`src/include/intc_pkg.sv`:
```
// Constants, register map and types of the four-level interrupt controller.
package intc_pkg;

  // ----------------------------------------------------------------------
  // Timing
  // ----------------------------------------------------------------------
  localparam int CLK_MHZ      = 25;
  localparam int MC_CLKS      = 4;
  localparam int CALL_MC      = 4;
  localparam int LAT_MAX_MC   = 12;
  localparam int LAT_MAX_CLKS = LAT_MAX_MC * MC_CLKS;
  localparam logic [1:0] PH_C3   = 2'h2;
  localparam logic [1:0] PH_LAST = 2'h3;

  // ----------------------------------------------------------------------
  // Register map
  // ----------------------------------------------------------------------
  localparam int AW = 12;
  localparam logic [AW-1:0] OFS_IE_PRI   = 12'h0A8;
  localparam logic [AW-1:0] OFS_PLO_PRI  = 12'h0B8;
  localparam logic [AW-1:0] OFS_IE_EXT   = 12'h0E8;
  localparam logic [AW-1:0] OFS_PHI_PRI  = 12'h0BC;
  localparam logic [AW-1:0] OFS_PLO_EXT  = 12'h0EC;
  localparam logic [AW-1:0] OFS_PHI_EXT  = 12'h0F0;
  localparam logic [AW-1:0] OFS_CTRL     = 12'h0F4;
  localparam logic [AW-1:0] OFS_STATE    = 12'h0F8;
  localparam logic [AW-1:0] OFS_EV_STAT  = 12'h100;
  localparam logic [AW-1:0] OFS_EV_CLR   = 12'h104;
  localparam logic [AW-1:0] OFS_EV_EN    = 12'h108;
  localparam logic [7:0]    RST_REG      = 8'h00;
  localparam logic [7:0]    IE_EXT_MASK  = 8'hF7;
  localparam logic [7:0]    PRI_EXT_MASK = 8'hF3;
  localparam int            GATE_BIT     = 7;

  // ----------------------------------------------------------------------
  // Sources in polling order, highest first
  // ----------------------------------------------------------------------
  localparam int NSRC = 14;
  localparam int SRC_EXT_A = 0;
  localparam int SRC_BROWN = 1;
  localparam int SRC_WDOG  = 2;
  localparam int SRC_TMR_A = 3;
  localparam int SRC_TWI   = 4;
  localparam int SRC_CONV  = 5;
  localparam int SRC_EXT_B = 6;
  localparam int SRC_KEYP  = 7;
  localparam int SRC_TMR_B = 8;
  localparam int SRC_SER   = 9;
  localparam int SRC_BRAKE = 10;
  localparam int SRC_SPI   = 11;
  localparam int SRC_TMR_C = 12;
  localparam int SRC_CAPT  = 13;
  // Bit index into {extended, primary} enable and priority pairs.
  localparam int EN_BIT   [NSRC] = '{0, 5, 12, 1, 8, 6, 2, 9, 3, 4, 13, 14, 15, 10};
  localparam int PRIO_BIT [NSRC] = '{0, 5, 12, 1, 8, 6, 2, 9, 3, 4, 13, 14, 15, 7};
  localparam logic [15:0] VEC [NSRC] = '{16'h0003, 16'h0043, 16'h0053, 16'h000B,
    16'h0033, 16'h005B, 16'h0013, 16'h003B, 16'h001B, 16'h0023, 16'h0073,
    16'h004B, 16'h002B, 16'h0063};

  // ----------------------------------------------------------------------
  // Types
  // ----------------------------------------------------------------------
  localparam int EV_W = 3;
  localparam int EV_TAKEN  = 0;
  localparam int EV_RETURN = 1;
  localparam int EV_STRAY  = 2;

  typedef enum logic [1:0] {
    ST_IDLE = 2'b01,
    ST_CALL = 2'b10
  } call_state_t;

endpackage : intc_pkg

```
`src/logic/phase_divider.sv`:
```
// Machine-cycle phase counter giving the clock phase, the phase-three enable and the cycle-end enable.
`timescale 1ns/1ps
`default_nettype none
module phase_divider #(
  parameter int MC_CLKS = intc_pkg::MC_CLKS
) (
  input  wire logic       pclk,
  input  wire logic       presetn,
  output logic [1:0]      phase,
  output logic            c3,
  output logic            mc_end
);
  import intc_pkg::*;

  typedef struct packed {
    logic [1:0] cnt;
  } div_t;

  div_t st_ff;
  div_t nxt_st;

  if (MC_CLKS < 3 || MC_CLKS > 4) begin : g_chk
    $error("phase_divider needs three or four clocks per machine cycle");
  end

  always_comb begin
    nxt_st = st_ff;
    if (st_ff.cnt == 2'(MC_CLKS - 1)) begin
      nxt_st.cnt = 2'h0;
    end else begin
      nxt_st.cnt = st_ff.cnt + 2'h1;
    end
  end

  always_ff @(posedge pclk or negedge presetn) begin
    if (!presetn) begin
      st_ff <= '0;
    end else begin
      st_ff <= nxt_st;
    end
  end

  assign phase  = st_ff.cnt;
  assign c3     = (st_ff.cnt == PH_C3);
  assign mc_end = (st_ff.cnt == 2'(MC_CLKS - 1));

endmodule : phase_divider
`default_nettype wire

```
`src/logic/prio_arbiter.sv`:
```
// Four-level priority resolver with fixed polling order for ties.
`timescale 1ns/1ps
`default_nettype none
module prio_arbiter #(
  parameter int N = intc_pkg::NSRC
) (
  input  wire logic [N-1:0] req,
  input  wire logic [N-1:0] lvl_lo,
  input  wire logic [N-1:0] lvl_hi,
  output logic              found,
  output logic [3:0]        idx,
  output logic [1:0]        level
);
  import intc_pkg::*;

  if (N < 1 || N > 16) begin : g_chk
    $error("prio_arbiter serves one to sixteen sources");
  end

  // Later writes win: higher level, then lower index inside a level.
  always_comb begin
    found = 1'b0;
    idx   = 4'h0;
    level = 2'h0;
    for (int l = 0; l < 4; l++) begin
      for (int i = N - 1; i >= 0; i--) begin
        if (req[i] && ({lvl_hi[i], lvl_lo[i]} == 2'(l))) begin
          found = 1'b1;
          idx   = 4'(i);
          level = 2'(l);
        end
      end
    end
  end

endmodule : prio_arbiter
`default_nettype wire

```
`src/logic/four_level_interrupt_controller.sv`:
```
// Interrupt flag sampling, gating, four-level priority and vectored call control.
`timescale 1ns/1ps
`default_nettype none
module four_level_interrupt_controller (
  input  wire logic                      pclk,
  input  wire logic                      presetn,
  input  wire logic [intc_pkg::AW-1:0]   paddr,
  input  wire logic                      psel,
  input  wire logic                      penable,
  input  wire logic                      pwrite,
  input  wire logic [31:0]               pwdata,
  output logic [31:0]                    prdata,
  output logic                           pready,
  output logic                           pslverr,
  input  wire logic                      external_input_a_n,
  input  wire logic                      external_input_b_n,
  input  wire logic                      serial_tx_flag,
  input  wire logic                      serial_rx_flag,
  input  wire logic                      timer_a_overflow,
  input  wire logic                      timer_b_overflow,
  input  wire logic                      brownout_flag,
  input  wire logic                      watchdog_flag,
  input  wire logic                      two_wire_flag,
  input  wire logic                      converter_flag,
  input  wire logic                      keypad_flag,
  input  wire logic                      brake_flag,
  input  wire logic                      spi_flag,
  input  wire logic                      timer_c_flag,
  input  wire logic                      capture_flag,
  input  wire logic                      instr_last_cycle,
  input  wire logic                      return_from_interrupt,
  output logic                           call_start,
  output logic                           call_active,
  output logic [15:0]                    call_vector,
  output logic [1:0]                     service_level,
  output logic                           irq
);
  import intc_pkg::*;

  // ----------------------------------------------------------------------
  // State
  // ----------------------------------------------------------------------
  typedef struct packed {
    logic [7:0]      ie_pri;
    logic [7:0]      ie_ext;
    logic [7:0]      plo_pri;
    logic [7:0]      phi_pri;
    logic [7:0]      plo_ext;
    logic [7:0]      phi_ext;
    logic [1:0]      edge_mode;
    logic [NSRC-1:0] flags;
    logic [NSRC-1:0] polled;
    logic [1:0]      pin_prev;
    logic [1:0]      ovf_seen;
    logic [3:0]      in_svc;
    logic            hold;
    call_state_t     fsm;
    logic [1:0]      mc_cnt;
    logic [15:0]     vec;
    logic            pulse;
    logic [EV_W-1:0] ev_stat;
    logic [EV_W-1:0] ev_en;
    logic [31:0]     rdata;
    logic            err;
  } ctl_t;

  ctl_t st_ff;
  ctl_t nxt_st;

  logic [1:0]      phase;
  logic            c3;
  logic            mc_end;
  logic [NSRC-1:0] raw;
  logic [NSRC-1:0] en_vec;
  logic [NSRC-1:0] lo_vec;
  logic [NSRC-1:0] hi_vec;
  logic [NSRC-1:0] req;
  logic            found;
  logic [3:0]      win_idx;
  logic [1:0]      win_lvl;
  logic [1:0]      act_lvl;
  logic            any_svc;
  logic            accept;
  logic            wr;
  logic            rd_setup;
  logic            cfg_wr;
  logic [15:0]     en_all;
  logic [15:0]     lo_all;
  logic [15:0]     hi_all;

  phase_divider #(.MC_CLKS(MC_CLKS)) u_div (
    .pclk    (pclk),
    .presetn (presetn),
    .phase   (phase),
    .c3      (c3),
    .mc_end  (mc_end)
  );

  // ----------------------------------------------------------------------
  // Source mapping and arbitration
  // ----------------------------------------------------------------------
  always_comb begin
    raw = '0;
    raw[SRC_EXT_A] = !external_input_a_n;
    raw[SRC_BROWN] = brownout_flag;
    raw[SRC_WDOG]  = watchdog_flag;
    raw[SRC_TWI]   = two_wire_flag;
    raw[SRC_CONV]  = converter_flag;
    raw[SRC_EXT_B] = !external_input_b_n;
    raw[SRC_KEYP]  = keypad_flag;
    raw[SRC_SER]   = serial_tx_flag | serial_rx_flag;
    raw[SRC_BRAKE] = brake_flag;
    raw[SRC_SPI]   = spi_flag;
    raw[SRC_TMR_C] = timer_c_flag;
    raw[SRC_CAPT]  = capture_flag;
  end

  assign en_all = {st_ff.ie_ext & IE_EXT_MASK, st_ff.ie_pri};
  assign lo_all = {st_ff.plo_ext & PRI_EXT_MASK, st_ff.plo_pri};
  assign hi_all = {st_ff.phi_ext & PRI_EXT_MASK, st_ff.phi_pri};

  for (genvar s = 0; s < NSRC; s++) begin : g_map
    assign en_vec[s] = (s == SRC_EXT_A || EN_BIT[s] != GATE_BIT) && en_all[EN_BIT[s]];
    assign lo_vec[s] = lo_all[PRIO_BIT[s]];
    assign hi_vec[s] = hi_all[PRIO_BIT[s]];
  end

  // The gate overrides every individual enable.
  assign req = st_ff.polled & en_vec & {NSRC{st_ff.ie_pri[GATE_BIT]}};

  prio_arbiter #(.N(NSRC)) u_arb (
    .req    (req),
    .lvl_lo (lo_vec),
    .lvl_hi (hi_vec),
    .found  (found),
    .idx    (win_idx),
    .level  (win_lvl)
  );

  always_comb begin
    act_lvl = 2'h0;
    for (int l = 0; l < 4; l++) begin
      if (st_ff.in_svc[l]) begin
        act_lvl = 2'(l);
      end
    end
  end

  assign any_svc = |st_ff.in_svc;
  // A routine at the same level blocks; only a strictly higher level gets in.
  assign accept  = (st_ff.fsm == ST_IDLE) && mc_end && instr_last_cycle && found
                   && !st_ff.hold && !cfg_wr
                   && (!any_svc || win_lvl > act_lvl);

  // ----------------------------------------------------------------------
  // Register bus
  // ----------------------------------------------------------------------
  assign wr       = psel && penable && pwrite;
  assign rd_setup = psel && !penable;
  assign cfg_wr   = wr && (paddr == OFS_IE_PRI || paddr == OFS_IE_EXT || paddr == OFS_PLO_PRI
                   || paddr == OFS_PHI_PRI || paddr == OFS_PLO_EXT || paddr == OFS_PHI_EXT);

  // ----------------------------------------------------------------------
  // Next state
  // ----------------------------------------------------------------------
  always_comb begin
    nxt_st       = st_ff;
    nxt_st.pulse = 1'b0;

    // Timer overflows between sampling points wait for the next phase three.
    if (!c3) begin
      nxt_st.ovf_seen = st_ff.ovf_seen | {timer_b_overflow, timer_a_overflow};
    end

    // Hardware clears edge-mode external flags and the timer A and B flags when their vector is taken.
    if (accept) begin
      if (win_idx == 4'(SRC_TMR_A) || win_idx == 4'(SRC_TMR_B)
          || (win_idx == 4'(SRC_EXT_A) && st_ff.edge_mode[0])
          || (win_idx == 4'(SRC_EXT_B) && st_ff.edge_mode[1])) begin
        nxt_st.flags[win_idx] = 1'b0;
      end
    end

    if (c3) begin
      for (int s = 0; s < NSRC; s++) begin
        if (s != SRC_TMR_A && s != SRC_TMR_B) begin
          nxt_st.flags[s] = raw[s];
        end
      end
      nxt_st.pin_prev = {external_input_b_n, external_input_a_n};
      if (st_ff.edge_mode[0]) begin
        nxt_st.flags[SRC_EXT_A] = st_ff.flags[SRC_EXT_A]
                                  | (st_ff.pin_prev[0] & !external_input_a_n);
      end
      if (st_ff.edge_mode[1]) begin
        nxt_st.flags[SRC_EXT_B] = st_ff.flags[SRC_EXT_B]
                                  | (st_ff.pin_prev[1] & !external_input_b_n);
      end
      nxt_st.flags[SRC_TMR_A] = st_ff.flags[SRC_TMR_A] | st_ff.ovf_seen[0] | timer_a_overflow;
      nxt_st.flags[SRC_TMR_B] = st_ff.flags[SRC_TMR_B] | st_ff.ovf_seen[1] | timer_b_overflow;
      nxt_st.ovf_seen = 2'h0;
    end

    // Flags set in phase three of one cycle are seen by the poll of the next.
    if (phase == PH_LAST) begin
      nxt_st.polled = nxt_st.flags;
    end

    if (mc_end && instr_last_cycle) begin
      nxt_st.hold = 1'b0;
    end
    if (cfg_wr) begin
      nxt_st.hold = 1'b1;
    end

    unique case (st_ff.fsm)
      ST_IDLE: begin
        if (accept) begin
          nxt_st.fsm    = ST_CALL;
          nxt_st.mc_cnt = 2'h0;
          nxt_st.vec    = VEC[win_idx];
          nxt_st.pulse  = 1'b1;
          nxt_st.in_svc[win_lvl] = 1'b1;
        end
      end
      ST_CALL: begin
        if (mc_end) begin
          nxt_st.mc_cnt = st_ff.mc_cnt + 2'h1;
          if (st_ff.mc_cnt == 2'(CALL_MC - 1)) begin
            nxt_st.fsm = ST_IDLE;
          end
        end
      end
    endcase

    // A plain return never reaches this port, so the routine stays in service.
    if (return_from_interrupt) begin
      if (any_svc) begin
        nxt_st.in_svc[act_lvl] = 1'b0;
      end
    end

    if (wr && paddr == OFS_EV_CLR) begin
      nxt_st.ev_stat = st_ff.ev_stat & ~pwdata[EV_W-1:0];
    end
    if (accept) begin
      nxt_st.ev_stat[EV_TAKEN] = 1'b1;
    end
    if (return_from_interrupt) begin
      nxt_st.ev_stat[EV_RETURN] = 1'b1;
      nxt_st.ev_stat[EV_STRAY]  = nxt_st.ev_stat[EV_STRAY] | !any_svc;
    end

    if (wr) begin
      unique case (paddr)
        OFS_IE_PRI:  nxt_st.ie_pri    = pwdata[7:0];
        OFS_IE_EXT:  nxt_st.ie_ext    = pwdata[7:0] & IE_EXT_MASK;
        OFS_PLO_PRI: nxt_st.plo_pri   = pwdata[7:0];
        OFS_PHI_PRI: nxt_st.phi_pri   = pwdata[7:0];
        OFS_PLO_EXT: nxt_st.plo_ext   = pwdata[7:0] & PRI_EXT_MASK;
        OFS_PHI_EXT: nxt_st.phi_ext   = pwdata[7:0] & PRI_EXT_MASK;
        OFS_CTRL:    nxt_st.edge_mode = pwdata[1:0];
        OFS_EV_EN:   nxt_st.ev_en     = pwdata[EV_W-1:0];
        default:     nxt_st.err       = st_ff.err;
      endcase
    end

    // Read data is prepared in the setup phase so the slave needs no wait state.
    if (rd_setup) begin
      nxt_st.rdata = 32'h0000_0000;
      nxt_st.err   = 1'b0;
      unique case (paddr)
        OFS_IE_PRI:  nxt_st.rdata[7:0] = st_ff.ie_pri;
        OFS_IE_EXT:  nxt_st.rdata[7:0] = st_ff.ie_ext;
        OFS_PLO_PRI: nxt_st.rdata[7:0] = st_ff.plo_pri;
        OFS_PHI_PRI: nxt_st.rdata[7:0] = st_ff.phi_pri;
        OFS_PLO_EXT: nxt_st.rdata[7:0] = st_ff.plo_ext;
        OFS_PHI_EXT: nxt_st.rdata[7:0] = st_ff.phi_ext;
        OFS_CTRL:    nxt_st.rdata[1:0] = st_ff.edge_mode;
        OFS_STATE:   nxt_st.rdata = {st_ff.vec[7:0], st_ff.flags, act_lvl, 2'h0, st_ff.hold,
                                     st_ff.fsm == ST_CALL, st_ff.in_svc};
        OFS_EV_STAT: nxt_st.rdata[EV_W-1:0] = st_ff.ev_stat;
        OFS_EV_CLR:  nxt_st.rdata = 32'h0000_0000;
        OFS_EV_EN:   nxt_st.rdata[EV_W-1:0] = st_ff.ev_en;
        default:     nxt_st.err = 1'b1;
      endcase
    end
  end

  always_ff @(posedge pclk or negedge presetn) begin
    if (!presetn) begin
      st_ff         <= '0;
      st_ff.ie_pri  <= RST_REG;
      st_ff.ie_ext  <= RST_REG;
      st_ff.plo_pri <= RST_REG;
      st_ff.fsm     <= ST_IDLE;
      st_ff.pin_prev <= 2'h3;
    end else begin
      st_ff <= nxt_st;
    end
  end

  // ----------------------------------------------------------------------
  // Outputs
  // ----------------------------------------------------------------------
  assign prdata        = st_ff.rdata;
  assign pslverr       = st_ff.err && psel && penable;
  assign pready        = 1'b1;
  assign call_start    = st_ff.pulse;
  assign call_active   = (st_ff.fsm == ST_CALL);
  assign call_vector   = st_ff.vec;
  assign service_level = act_lvl;
  assign irq           = |(st_ff.ev_stat & st_ff.ev_en);
endmodule : four_level_interrupt_controller
`default_nettype wire

```
`config.mk`:
```
export PLATFORM = sky130hd
export DESIGN_NAME = four_level_interrupt_controller
export DESIGN_NICKNAME = d
export VERILOG_FILES = /design/src/include/intc_pkg.sv /design/src/logic/phase_divider.sv /design/src/logic/prio_arbiter.sv /design/src/logic/four_level_interrupt_controller.sv
export SDC_FILE = /design/constraint.sdc
export NUM_CORES = 1
export LEC_CHECK = 0
export ABC_CLOCK_PERIOD_IN_PS = 4400
export BUFFER_PORTS_ARGS = -buffer_cell sky130_fd_sc_hd__buf_2
export CAP_MARGIN = 10
export CORE_MARGIN = 2
export CORE_UTILIZATION = 55
export CTS_BUF_LIST = sky130_fd_sc_hd__clkbuf_4 sky130_fd_sc_hd__clkbuf_8 sky130_fd_sc_hd__clkbuf_16
export DETAILED_ROUTE_END_ITERATION = 12
export MAX_ROUTING_LAYER = met4
export PLACE_DENSITY = 0.8
export SLEW_MARGIN = 15
export SYNTH_ARGS = -nofsm -noshare
export SYNTH_HDL_FRONTEND = slang
export SYNTH_SLANG_ARGS = --single-unit
export TNS_END_PERCENT = 20
```
`constraint.sdc`:
```
create_clock -name pclk -period 4.4 [get_ports pclk]
set_input_delay 0.22 -clock pclk [delete_from_list [all_inputs] [get_ports pclk]]
set_output_delay 0.22 -clock pclk [all_outputs]
set_load 0.03 [all_outputs]
```
==> results.json, run 1 <==
{
  "status": "finished clean",
  "place.gp.congestion": 1.03,
  "cts_sinks": 130,
  "first_pass_iters": 6,
  "io_buffers": 83,
  "finalWirelength_mm": 23.7,
  "start_util_pct": 56.4,
  "async_flop_share_pct": 100,
  "multi_input_area_um2": 4010,
  "hold_path.class": "primary input to register",
  "drtAntennaViolNets": 0,
  "p_switching_uw": 636,
  "setup.worst_path.start": "en_all[7]",
  "grt_pass1_wl_mm": 36.2,
  "rows": 43,
  "endpoint": "st_ff[73]",
  "tns_ps": 0,
  "worstMarginPinSlew_ps": 975,
  "internal-power_uw": 2180,
  "netlist_area_um2": 7850,
  "max-cap-violations": 0,
  "drc": 0,
  "ys_ff_latch": 130,
  "cts.clk_slew.worst_paths_ps": 60,
  "first_iter_violations": 976,
  "reg2reg_to": "st_ff[73]",
  "endpoint_kind": "register",
  "crit_arrival_ps": 4300,
  "cts_setup_buffers": 0,
  "setup_viol": 0,
  "grt_pass1_vias": 6335,
  "core-area_um2": 13900,
  "nFillCells": 1146,
  "dieArea_um2": 15300,
  "grt_max_degree": 95,
  "worstSetupStartpointType": "register",
  "clock_skew_ps": 9.96,
  "p_per_area_nw_per_um2": 315,
  "dpl.hpwl_mm": 17.5,
  "antenna_found_initial": 1,
  "slew_headroom_pct": 35.0,
  "cp_max_fo": 10,
  "num_vias": 6991,
  "tritoncts": "built",
  "grt_use_total_pct": 33.2,
  "period_needed_ps": 4010,
  "power_frac_seq_pct": 43.6,
  "drive_gt1_share_pct": 23.9,
  "rr_startpoint": "en_all[7]",
  "via_per_inst": 6.30,
  "final_max_slew_viol_count": 0,
  "p_clk_share_pct": 52.2,
  "required_ps": 4690,
  "r2r_cells": 17,
  "synth-main-ff-cell": "dfrtp_1",
  "cts_root_buf": "clkbuf_16",
  "chipHeight_um": 123,
  "hold_ws_ps": 20.6,
  "io_pins": 121,
  "p_leak_uw": 0.00415,
  "synth_edf_count": 0,
  "synthCells": 854,
  "fp.dieW_um": 123,
  "yosysWarnings": 0,
  "max_freq_ghz": 0.249,
  "avgSynthCellArea_um2": 9.20,
  "finalHoldViolations": 0,
  "ys_types": 80,
  "finalPower_uw": 2820,
  "ir_drop_mv": 0.436,
  "synth_area_leader_cell": "dfrtp_1",
  "yosysTopAreaCellShare_pct": 40.5,
  "criticalPathCategory": "register to register",
  "reg2reg_slack_ps": 390,
  "fin_nets": 992,
  "wl_per_cell_um": 21.3,
  "htreeDepth": 4,
  "ff_latch_area_um2": 3260,
  "combPwrFrac_pct": 4.1,
  "syn_to_final_growth_pct": 13.8,
  "numCtsBuffers": 17,
  "clockBufferDepth": 2,
  "overflow": 0,
  "synth_seq_area_share_pct": 41.5,
  "fin_crit_sh_pct": 91.2,
  "p_sw_share_pct": 22.6,
  "rsz0062_at_grt": "no",
  "clock_latency_ps": 430,
  "synthTopCellsByArea": "dfrtp_1 40%, nand2_1 7.1%, mux2_2 6.5%"
}
[repair_timing]
action                     4_1_cts  5_1_grt
setup endpoints to repair        0        3
hold buffers                     1        0
gates resized for setup          0        1
hold endpoints to repair        92        0
[power groups by stage]
stage          sequential (uW)  clock, uW  combinational (uW)
2_1_floorplan             1240          0                66.4
3_3_place_gp              1250          0                 114
3_5_place_dp              1250          0                 116
4_1_cts                   1230       1490                 117
5_1_grt                   1230       1550                 130
6_report                  1230       1470                 117
[Yosys cell counts, drive strengths merged (9+ instances only)]
library cell,instances
nand2,148
dfrtp,127
o21ai,78
buf,57
mux2,46
nor2,39
clkbuf,32
inv,25
nor3,19
nand3,14
nand4,13
o22ai,13
a21oi,12
and4b,12
mux2i,11
nor4,11
o211ai,11
a221oi,10
and4,10
a21o,9
a22o,9
ha,9
o31ai,9
[critical path, cell delays in order (launching register included)]
cell and delay, ps:
dfrtp_1 400, buf_4 180, and4_1 170, a2bb2oi_1 400
nand3_1 180, nor3_2 370, a21boi_0 270, ha_1 270
nand2_1 70, o21ai_0 70, o31ai_1 90, nand3_1 140
a41o_1 260, inv_1 190, buf_4 200, nand2_1 70
nor4_1 380, o21ai_0 180
[layout make-up]
cell class,instances,area share (%)
well taps,180,2.52
clock buffers,20,5.22
clock inverters,11,1.71
flip-flops and latches,130,36.4
repair buffers,122,8.16
inverters,25,1.05
diodes,1,0.0280
multi-input cells,621,44.9
[registers in the layout, summed over array words and instances, names as in the netlist]
| register | flops |
|---|---|
| st_ff | 50 |
| prdata | 29 |
| en_all | 15 |
| hi_all | 14 |
| lo_all | 14 |
| call_vector | 5 |
| u_div.phase | 2 |
| call_start | 1 |
[cells by family (layout without fill, tap and decap cells)]
group | after synthesis | in the layout | synth area share, %
AND/OR/NAND/NOR | 315 | 315 | 20.6
flip-flops | 130 | 130 | 41.5
AO/OA/AOI/OAI | 224 | 224 | 20.0
buffers and inverters | 114 | 178 | 8.08
other | 2 | 14 | 0.0956
adder cells (fa/ha/maj) | 9 | 9 | 1.43
XOR/XNOR | 3 | 3 | 0.335
multiplexers | 57 | 57 | 8.05
[worst min path at each step]
stage	from	to	slack [ps]	depth (start not counted)
3_5_place_dp	presetn	en_all[14]	360	1
2_1_floorplan	presetn	call_start	-80	0
5_1_grt	timer_a_overflow	st_ff[65]	30	3
3_3_place_gp	presetn	en_all[4]	350	1
6_report	spi_flag	st_ff[94]	20	3
4_1_cts	spi_flag	st_ff[94]	10	3
[metrics by stage]
stage	util [%]	area, um^2	setup slack (ps)	std cells
after CTS	64.1	8930	321	1109
after floorplan	-	7900	802	865
after global routing	64.1	8940	127	1110
final	64.1	8940	387	1110
after global placement	59.6	8300	493	1077
after detailed placement	59.6	8300	380	1077
[cell usage in the layout (no fill, tap or decap), types with 14 or more instances in the layout]
cell type / instances
nand2_1: 148
buf_4: 37
dfrtp_1: 127
clkbuf_16: 17
o21ai_0: 78
nor2_1: 38
inv_1: 25
mux2_2: 45
nand3_1: 14
buf_2: 82
nor3_1: 16
[per-layer routing]
metal | global-route usage, % | share of wire (%) | routed length (um) | vias up
met5 | - | 0 | 0 | -
met4 | 11.1 | 2.5 | 595 | 0
met3 | 8.76 | 8.1 | 1930 | 46
met2 | 48.6 | 46 | 10800 | 346
met1 | 44.9 | 44 | 10400 | 3375
li1 | - | - | - | 3224
Power figures use the tool's default switching activity.
==> run 2: changes to the inputs <==
--- a/config.mk
+++ b/config.mk
@@ -5,6 +5,7 @@
 export SDC_FILE = /design/constraint.sdc
 export NUM_CORES = 1
 export LEC_CHECK = 0
+export ABC_AREA = 1
 export ABC_CLOCK_PERIOD_IN_PS = 4400
 export BUFFER_PORTS_ARGS = -buffer_cell sky130_fd_sc_hd__buf_2
 export CAP_MARGIN = 10
==> run 2 against run 1 <==
- the flow now finishes with violations (setup timing)
- non-clock buffer count grew 66
- area after synthesis shrank 2.8%
- fmax shrank 16%
- hold slack is essentially flat
- clock power is essentially flat
- via count grew 13%
- die area shrank 2.7%
- global-route usage grew 2.8 points
- largest cell class unchanged
- highest routed layer unchanged
==> results.json, run 2 <==
{
  "core-area_um2": 13700,
  "finalWorstSetupSlack_ps": -350,
  "rsz0062_at_grt": "yes",
  "async_flop_share_pct": 100,
  "place.gp.congestion": 1.01,
  "cp_top_family": "simple AND/OR/NAND/NOR gates",
  "p_switching_uw": 714,
  "first_pass_iters": 6,
  "largest_register_ffs": 50,
  "power_frac_seq_pct": 42.7,
  "crit_path_frequent_cell": "nand2_1",
  "period_needed_ps": 4750,
  "largest-register": "st_ff",
  "overflow": 0,
  "slowest_delay_ps": 410,
  "diodes": 0,
  "placedInstanceArea_um2": 8510,
  "hold_ws_ps": 21.1,
  "num_vias": 7867,
  "antenna_found_initial": 0,
  "ys_types": 39,
  "cts_root_buf": "clkbuf_16",
  "dpl.hpwl_mm": 18.0,
  "yosysWarnings": 0,
  "worstMarginPinSlew_ps": 901,
  "tritoncts": "built",
  "yosysMostFrequentCell": "nand2_1",
  "fin_crit_sh_pct": 108,
  "finalHoldViolations": 0,
  "syn_to_final_growth_pct": 24.8,
  "endpoint_kind": "register",
  "setup_viol": 23,
  "final_common_cell": "nand2_1",
  "synthTopCellsByArea": "dfrtp_1 42%, nand2_1 12%, inv_1 9.3%",
  "drive_gt1_share_pct": 22.5,
  "p_clk_share_pct": 52.3,
  "max_freq_ghz": 0.211,
  "rows": 43,
  "synthCells": 1068,
  "internal-power_uw": 2160,
  "cp_max_fo": 8,
  "numCtsBuffers": 17,
  "clock_latency_ps": 430,
  "criticalPathCategory": "register to register",
  "worst-path-buf-inv": 7,
  "stdcell_area_um2": 9520,
  "htreeDepth": 4,
  "max-cap-violations": 0,
  "finalWirelength_mm": 25.1,
  "cts_sinks": 130,
  "synth_edf_count": 0,
  "hold_path.class": "primary input to register",
  "clockBufferDepth": 2,
  "slew_headroom_pct": 39.9,
  "yosysTopAreaCellShare_pct": 41.6,
  "clock_skew_ps": 8.08,
  "p_leak_uw": 0.00480,
  "io_buffers": 83,
  "drtAntennaViolNets": 0,
  "grt_max_degree": 73,
  "synth_seq_area_share_pct": 42.7,
  "grt_use_total_pct": 36.0,
  "grt_pass1_wl_mm": 38.9,
  "ys_ff_latch": 130,
  "violations": "setup timing",
  "fp.dieW_um": 122,
  "final_max_slew_viol_count": 0,
  "wl_per_cell_um": 17.9,
  "synth_area_leader_cell": "dfrtp_1",
  "final_cell_mix": "228 x nand2_1, 186 x inv_1, 126 x dfrtp_1, 105 x o21ai_0, 100 x buf_4",
  "drc": 0,
  "chipHeight_um": 122,
  "avgSynthCellArea_um2": 7.15,
  "ir_drop_mv": 0.243,
  "crit_arrival_ps": 5100,
  "required_ps": 4750,
  "p_per_area_nw_per_um2": 301,
  "start_util_pct": 55.6,
  "combPwrFrac_pct": 5.0,
  "synth-main-ff-cell": "dfrtp_1",
  "netlist_area_um2": 7630,
  "via_per_inst": 5.60,
  "synth_commonest_cells": "240 x nand2_1, 189 x inv_1, 127 x dfrtp_1",
  "p_sw_share_pct": 24.9,
  "grt_pass1_vias": 7337,
  "cpMaxStageDelayCell": "dfrtp_2",
  "fin_nets": 1287,
  "status": "complete, but fails checks",
  "dieArea_um2": 14800,
  "io_pins": 121,
  "cts.clk_slew.worst_paths_ps": 70,
  "worstSetupStartpointType": "register",
  "first_iter_violations": 834
}
[run 2: cell types whose count changed after synthesis, sizes merged, moves of 10 or more]
cell / delta
nand2: +94
clkbuf: -11
and4b: -12
nor2: +58
and4: -10
nor3: +47
o21ai: +37
o22ai: +10
mux2i: -11
mux2: -46
inv: +165
nand3: +38
[run 2: metal layers]
| metal | track usage, % | vias to the layer above | part of all wire, % |
|---|---|---|---|
| li1 | - | 3663 | - |
| met1 | 45.8 | 3632 | 40 |
| met2 | 55.2 | 466 | 46 |
| met3 | 6.98 | 106 | 8.4 |
| met4 | 18.2 | 0 | 5.5 |
| met5 | - | - | 0 |
[run 2: cell type report]
type	instances	area [um^2]
multi-input combinational	683	3470
tap	180	225
fill	1088	4200
inverter	192	733
clock buffer	18	433
sequential	130	3260
timing repair buffer	188	1230
clock inverter	14	179
[run 2: power by group through the flow]
stage / Sequential (uW) / Clock [uW] / Combinational, uW
after CTS: 1220 / 1500 / 141
after global routing: 1230 / 1550 / 160
after detailed placement: 1240 / 0 / 136
after global placement: 1240 / 0 / 133
after floorplan: 1240 / 0 / 74.6
final: 1220 / 1500 / 144
[run 2: path summary, 6_finish.rpt]
kind,startpoint,to,slack [ps],cells past startpoint
max,en_all[7],st_ff[69],-350,61
min,timer_a_overflow,st_ff[65],20,3
min reg2reg,u_div.phase[0],u_div.phase[0],470,1
max reg2reg,en_all[7],st_ff[69],-350,61
max in group asynchronous,presetn,st_ff[67],2930,3
min in group asynchronous,presetn,prdata[9],450,2
[run 2: timing repair]
item                                    4_1_cts  5_1_grt
resized for setup                            39       37
buffers inserted                              9        9
cloned                                        0        0
hold buffers                                  1        0
endpoints found under the hold margin        69        0
endpoints found under the setup margin       26       30
pin swaps                                    15       23
[run 2: through the flow]
| step | utilization, % | TNS (ps) | std cells | power, uW | worst slack, ps |
|---|---|---|---|---|---|
| 2_1_floorplan | - | 0 | 1079 | 1320 | 298 |
| 3_3_place_gp | 62.0 | -3950 | 1355 | 1380 | -306 |
| 3_5_place_dp | 62.0 | -4250 | 1355 | 1380 | -327 |
| 4_1_cts | 68.2 | -877 | 1397 | 2870 | -126 |
| 5_1_grt | 69.4 | -21280 | 1405 | 2930 | -985 |
| 6_report | 69.4 | -4660 | 1405 | 2870 | -350 |
[run 2: tightest hold or removal path, cell delays in order]
cell    delay, ps
buf_2          70
nor2_1         40
nor2_1         70
[run 2: logic make-up after synthesis]
family,share of synthesized area [%]
and+or+nand+nor,26.3
buffers and inverters,15.6
AOI/OAI and AO/OA,13.8
DFF,42.7
adders and majority gates,1.48
other,0.0984
==> run 3: changes to the inputs <==
--- a/config.mk
+++ b/config.mk
@@ -10,11 +10,12 @@
 export BUFFER_PORTS_ARGS = -buffer_cell sky130_fd_sc_hd__buf_2
 export CAP_MARGIN = 10
 export CORE_MARGIN = 2
-export CORE_UTILIZATION = 55
+export CORE_UTILIZATION = 51
 export CTS_BUF_LIST = sky130_fd_sc_hd__clkbuf_4 sky130_fd_sc_hd__clkbuf_8 sky130_fd_sc_hd__clkbuf_16
 export DETAILED_ROUTE_END_ITERATION = 12
 export MAX_ROUTING_LAYER = met4
-export PLACE_DENSITY = 0.8
+export PLACE_DENSITY = 0.75
+export SKIP_LAST_GASP = 1
 export SLEW_MARGIN = 15
 export SYNTH_ARGS = -nofsm -noshare
 export SYNTH_HDL_FRONTEND = slang
==> run 3 against run 2 <==
- the flow still finishes with violations (setup timing)
- clock power about the same
- final area shrank 2.7%
- routed wire length shrank 4.0%
- global-route usage is 4.2 points lower
- critical endpoint unchanged
==> results.json, run 3 (synthesis gave the netlist of run 2 again) <==
{
  "dpl.hpwl_mm": 17.9,
  "cp_max_fo": 6,
  "ir_drop_mv": 0.377,
  "largest_register_ffs": 50,
  "criticalPathCategory": "register to register",
  "numCtsBuffers": 17,
  "largest-register": "st_ff",
  "wl_met2_mm": 10.7,
  "drtAntennaViolNets": 0,
  "top_layer": "met4",
  "first_iter_violations": 848,
  "overflow": 0,
  "hold_ws_ps": 26.7,
  "fp.dieW_um": 126,
  "via_per_inst": 5.46,
  "core-area_um2": 14600,
  "cpMaxStageDelayCell": "dfrtp_2",
  "finalWirelength_mm": 24.1,
  "dr_wl_met3_mm": 2.13,
  "wl_per_cell_um": 17.3,
  "finalWorstSetupSlack_ps": -263,
  "worstMarginPinSlew_ps": 834,
  "cts_sinks": 130,
  "start_util_pct": 52.3,
  "rsz0062_at_grt": "yes",
  "max-cap-violations": 0,
  "rows": 44,
  "max_freq_ghz": 0.214,
  "diodes": 0,
  "setup_viol": 23,
  "endpoint_kind": "register",
  "place.gp.congestion": 1.05,
  "drive_gt1_share_pct": 20.0,
  "placedInstanceArea_um2": 8440,
  "grt_use_total_pct": 31.8,
  "stdcell_area_um2": 9270,
  "status": "complete, but fails checks",
  "tritoncts": "built",
  "crit_arrival_ps": 4970,
  "multi_input_area_um2": 3350,
  "violations": "setup timing",
  "chipHeight_um": 126,
  "cts_root_buf": "clkbuf_16",
  "first_pass_iters": 6,
  "antenna_found_initial": 0,
  "grt_pass1_vias": 7128,
  "final_common_cell": "nand2_1",
  "clock_latency_ps": 420,
  "syn_to_final_growth_pct": 21.4,
  "clockBufferDepth": 2,
  "final_cell_mix": "234 x nand2_1, 187 x inv_1, 126 x dfrtp_1, 110 x o21ai_0, 92 x nor2_1",
  "slowest_delay_ps": 470,
  "htreeDepth": 4,
  "ff_latch_area_um2": 3260,
  "io_pins": 121,
  "worstSetupStartpointType": "register",
  "drc": 0,
  "fin_crit_sh_pct": 106,
  "grt_max_degree": 56,
  "p_leak_uw": 0.00464,
  "final_max_slew_viol_count": 0,
  "required_ps": 4710,
  "period_needed_ps": 4660,
  "dieArea_um2": 16000,
  "crit_path_frequent_cell": "nand2_1",
  "finalPower_uw": 2840,
  "clock_skew_ps": 8.10,
  "cts.clk_slew.worst_paths_ps": 70,
  "slew_headroom_pct": 43.7,
  "nFillCells": 1285,
  "p_per_area_nw_per_um2": 307,
  "finalHoldViolations": 0,
  "hold_path.class": "primary input to register",
  "io_buffers": 83,
  "fin_nets": 1270,
  "drt-met1-wl_mm": 10.1,
  "num_vias": 7602,
  "grt_pass1_wl_mm": 38.3
}
## run 3: final timing paths
| kind | startpoint | to | slack [ps] | depth (start not counted) |
|---|---|---|---|---|
| max | en_all[7] | st_ff[69] | -260 | 65 |
| min | capture_flag | st_ff[96] | 30 | 3 |
| max reg2reg | en_all[7] | st_ff[69] | -260 | 65 |
| min reg2reg | u_div.phase[0] | u_div.phase[0] | 460 | 1 |
| max in group asynchronous | presetn | en_all[7] | 3090 | 3 |
| min in group asynchronous | presetn | prdata[6] | 250 | 2 |
## run 3: area by class of cell
type | count | area share, %
Inverter | 192 | 7.83
Multi-Input combinational cell | 683 | 36.2
Timing Repair Buffer | 171 | 11.7
Sequential cell | 130 | 35.2
Clock buffer | 17 | 4.59
Tap cell | 184 | 2.48
Clock inverter | 15 | 2.03
## run 3: metrics by stage
step	std cells	utilization (%)	setup WS [ps]	TNS [ps]
3_5_place_dp	1349	57.8	-259	-2460
5_1_grt	1392	63.5	-927	-20930
2_1_floorplan	1079	-	298	0
4_1_cts	1386	62.9	-168	-1200
3_3_place_gp	1349	57.8	-102	-438
6_report	1392	63.5	-263	-3280
## run 3: routing by layer
metal,GRT usage [%],vias up
met5,-,-
met4,15.6,0
met3,6.12,86
met2,46.5,371
met1,42.7,3528
li1,-,3617
## run 3: timing repair
action	4_1_cts	5_1_grt
buffers inserted	4	6
endpoints found under the setup margin	25	28
hold buffers	1	0
resized for setup	23	16
endpoints found under the hold margin	28	0
pin swaps	9	14
## run 3: power by group
group	switching, uW	internal (uW)	total (uW)
combinational	103	33.1	136
sequential	12.2	1210	1230
clock	620	863	1480
## run 3: worst max-delay path: cells and delay by family (launching register included)
family | cells | cell delay, ps
buffers and inverters | 3 | 270
adder cells (fa/ha/maj) | 1 | 140
AND/OR/NAND/NOR | 59 | 3440
flip-flops | 1 | 470
AO/OA/AOI/OAI | 2 | 240
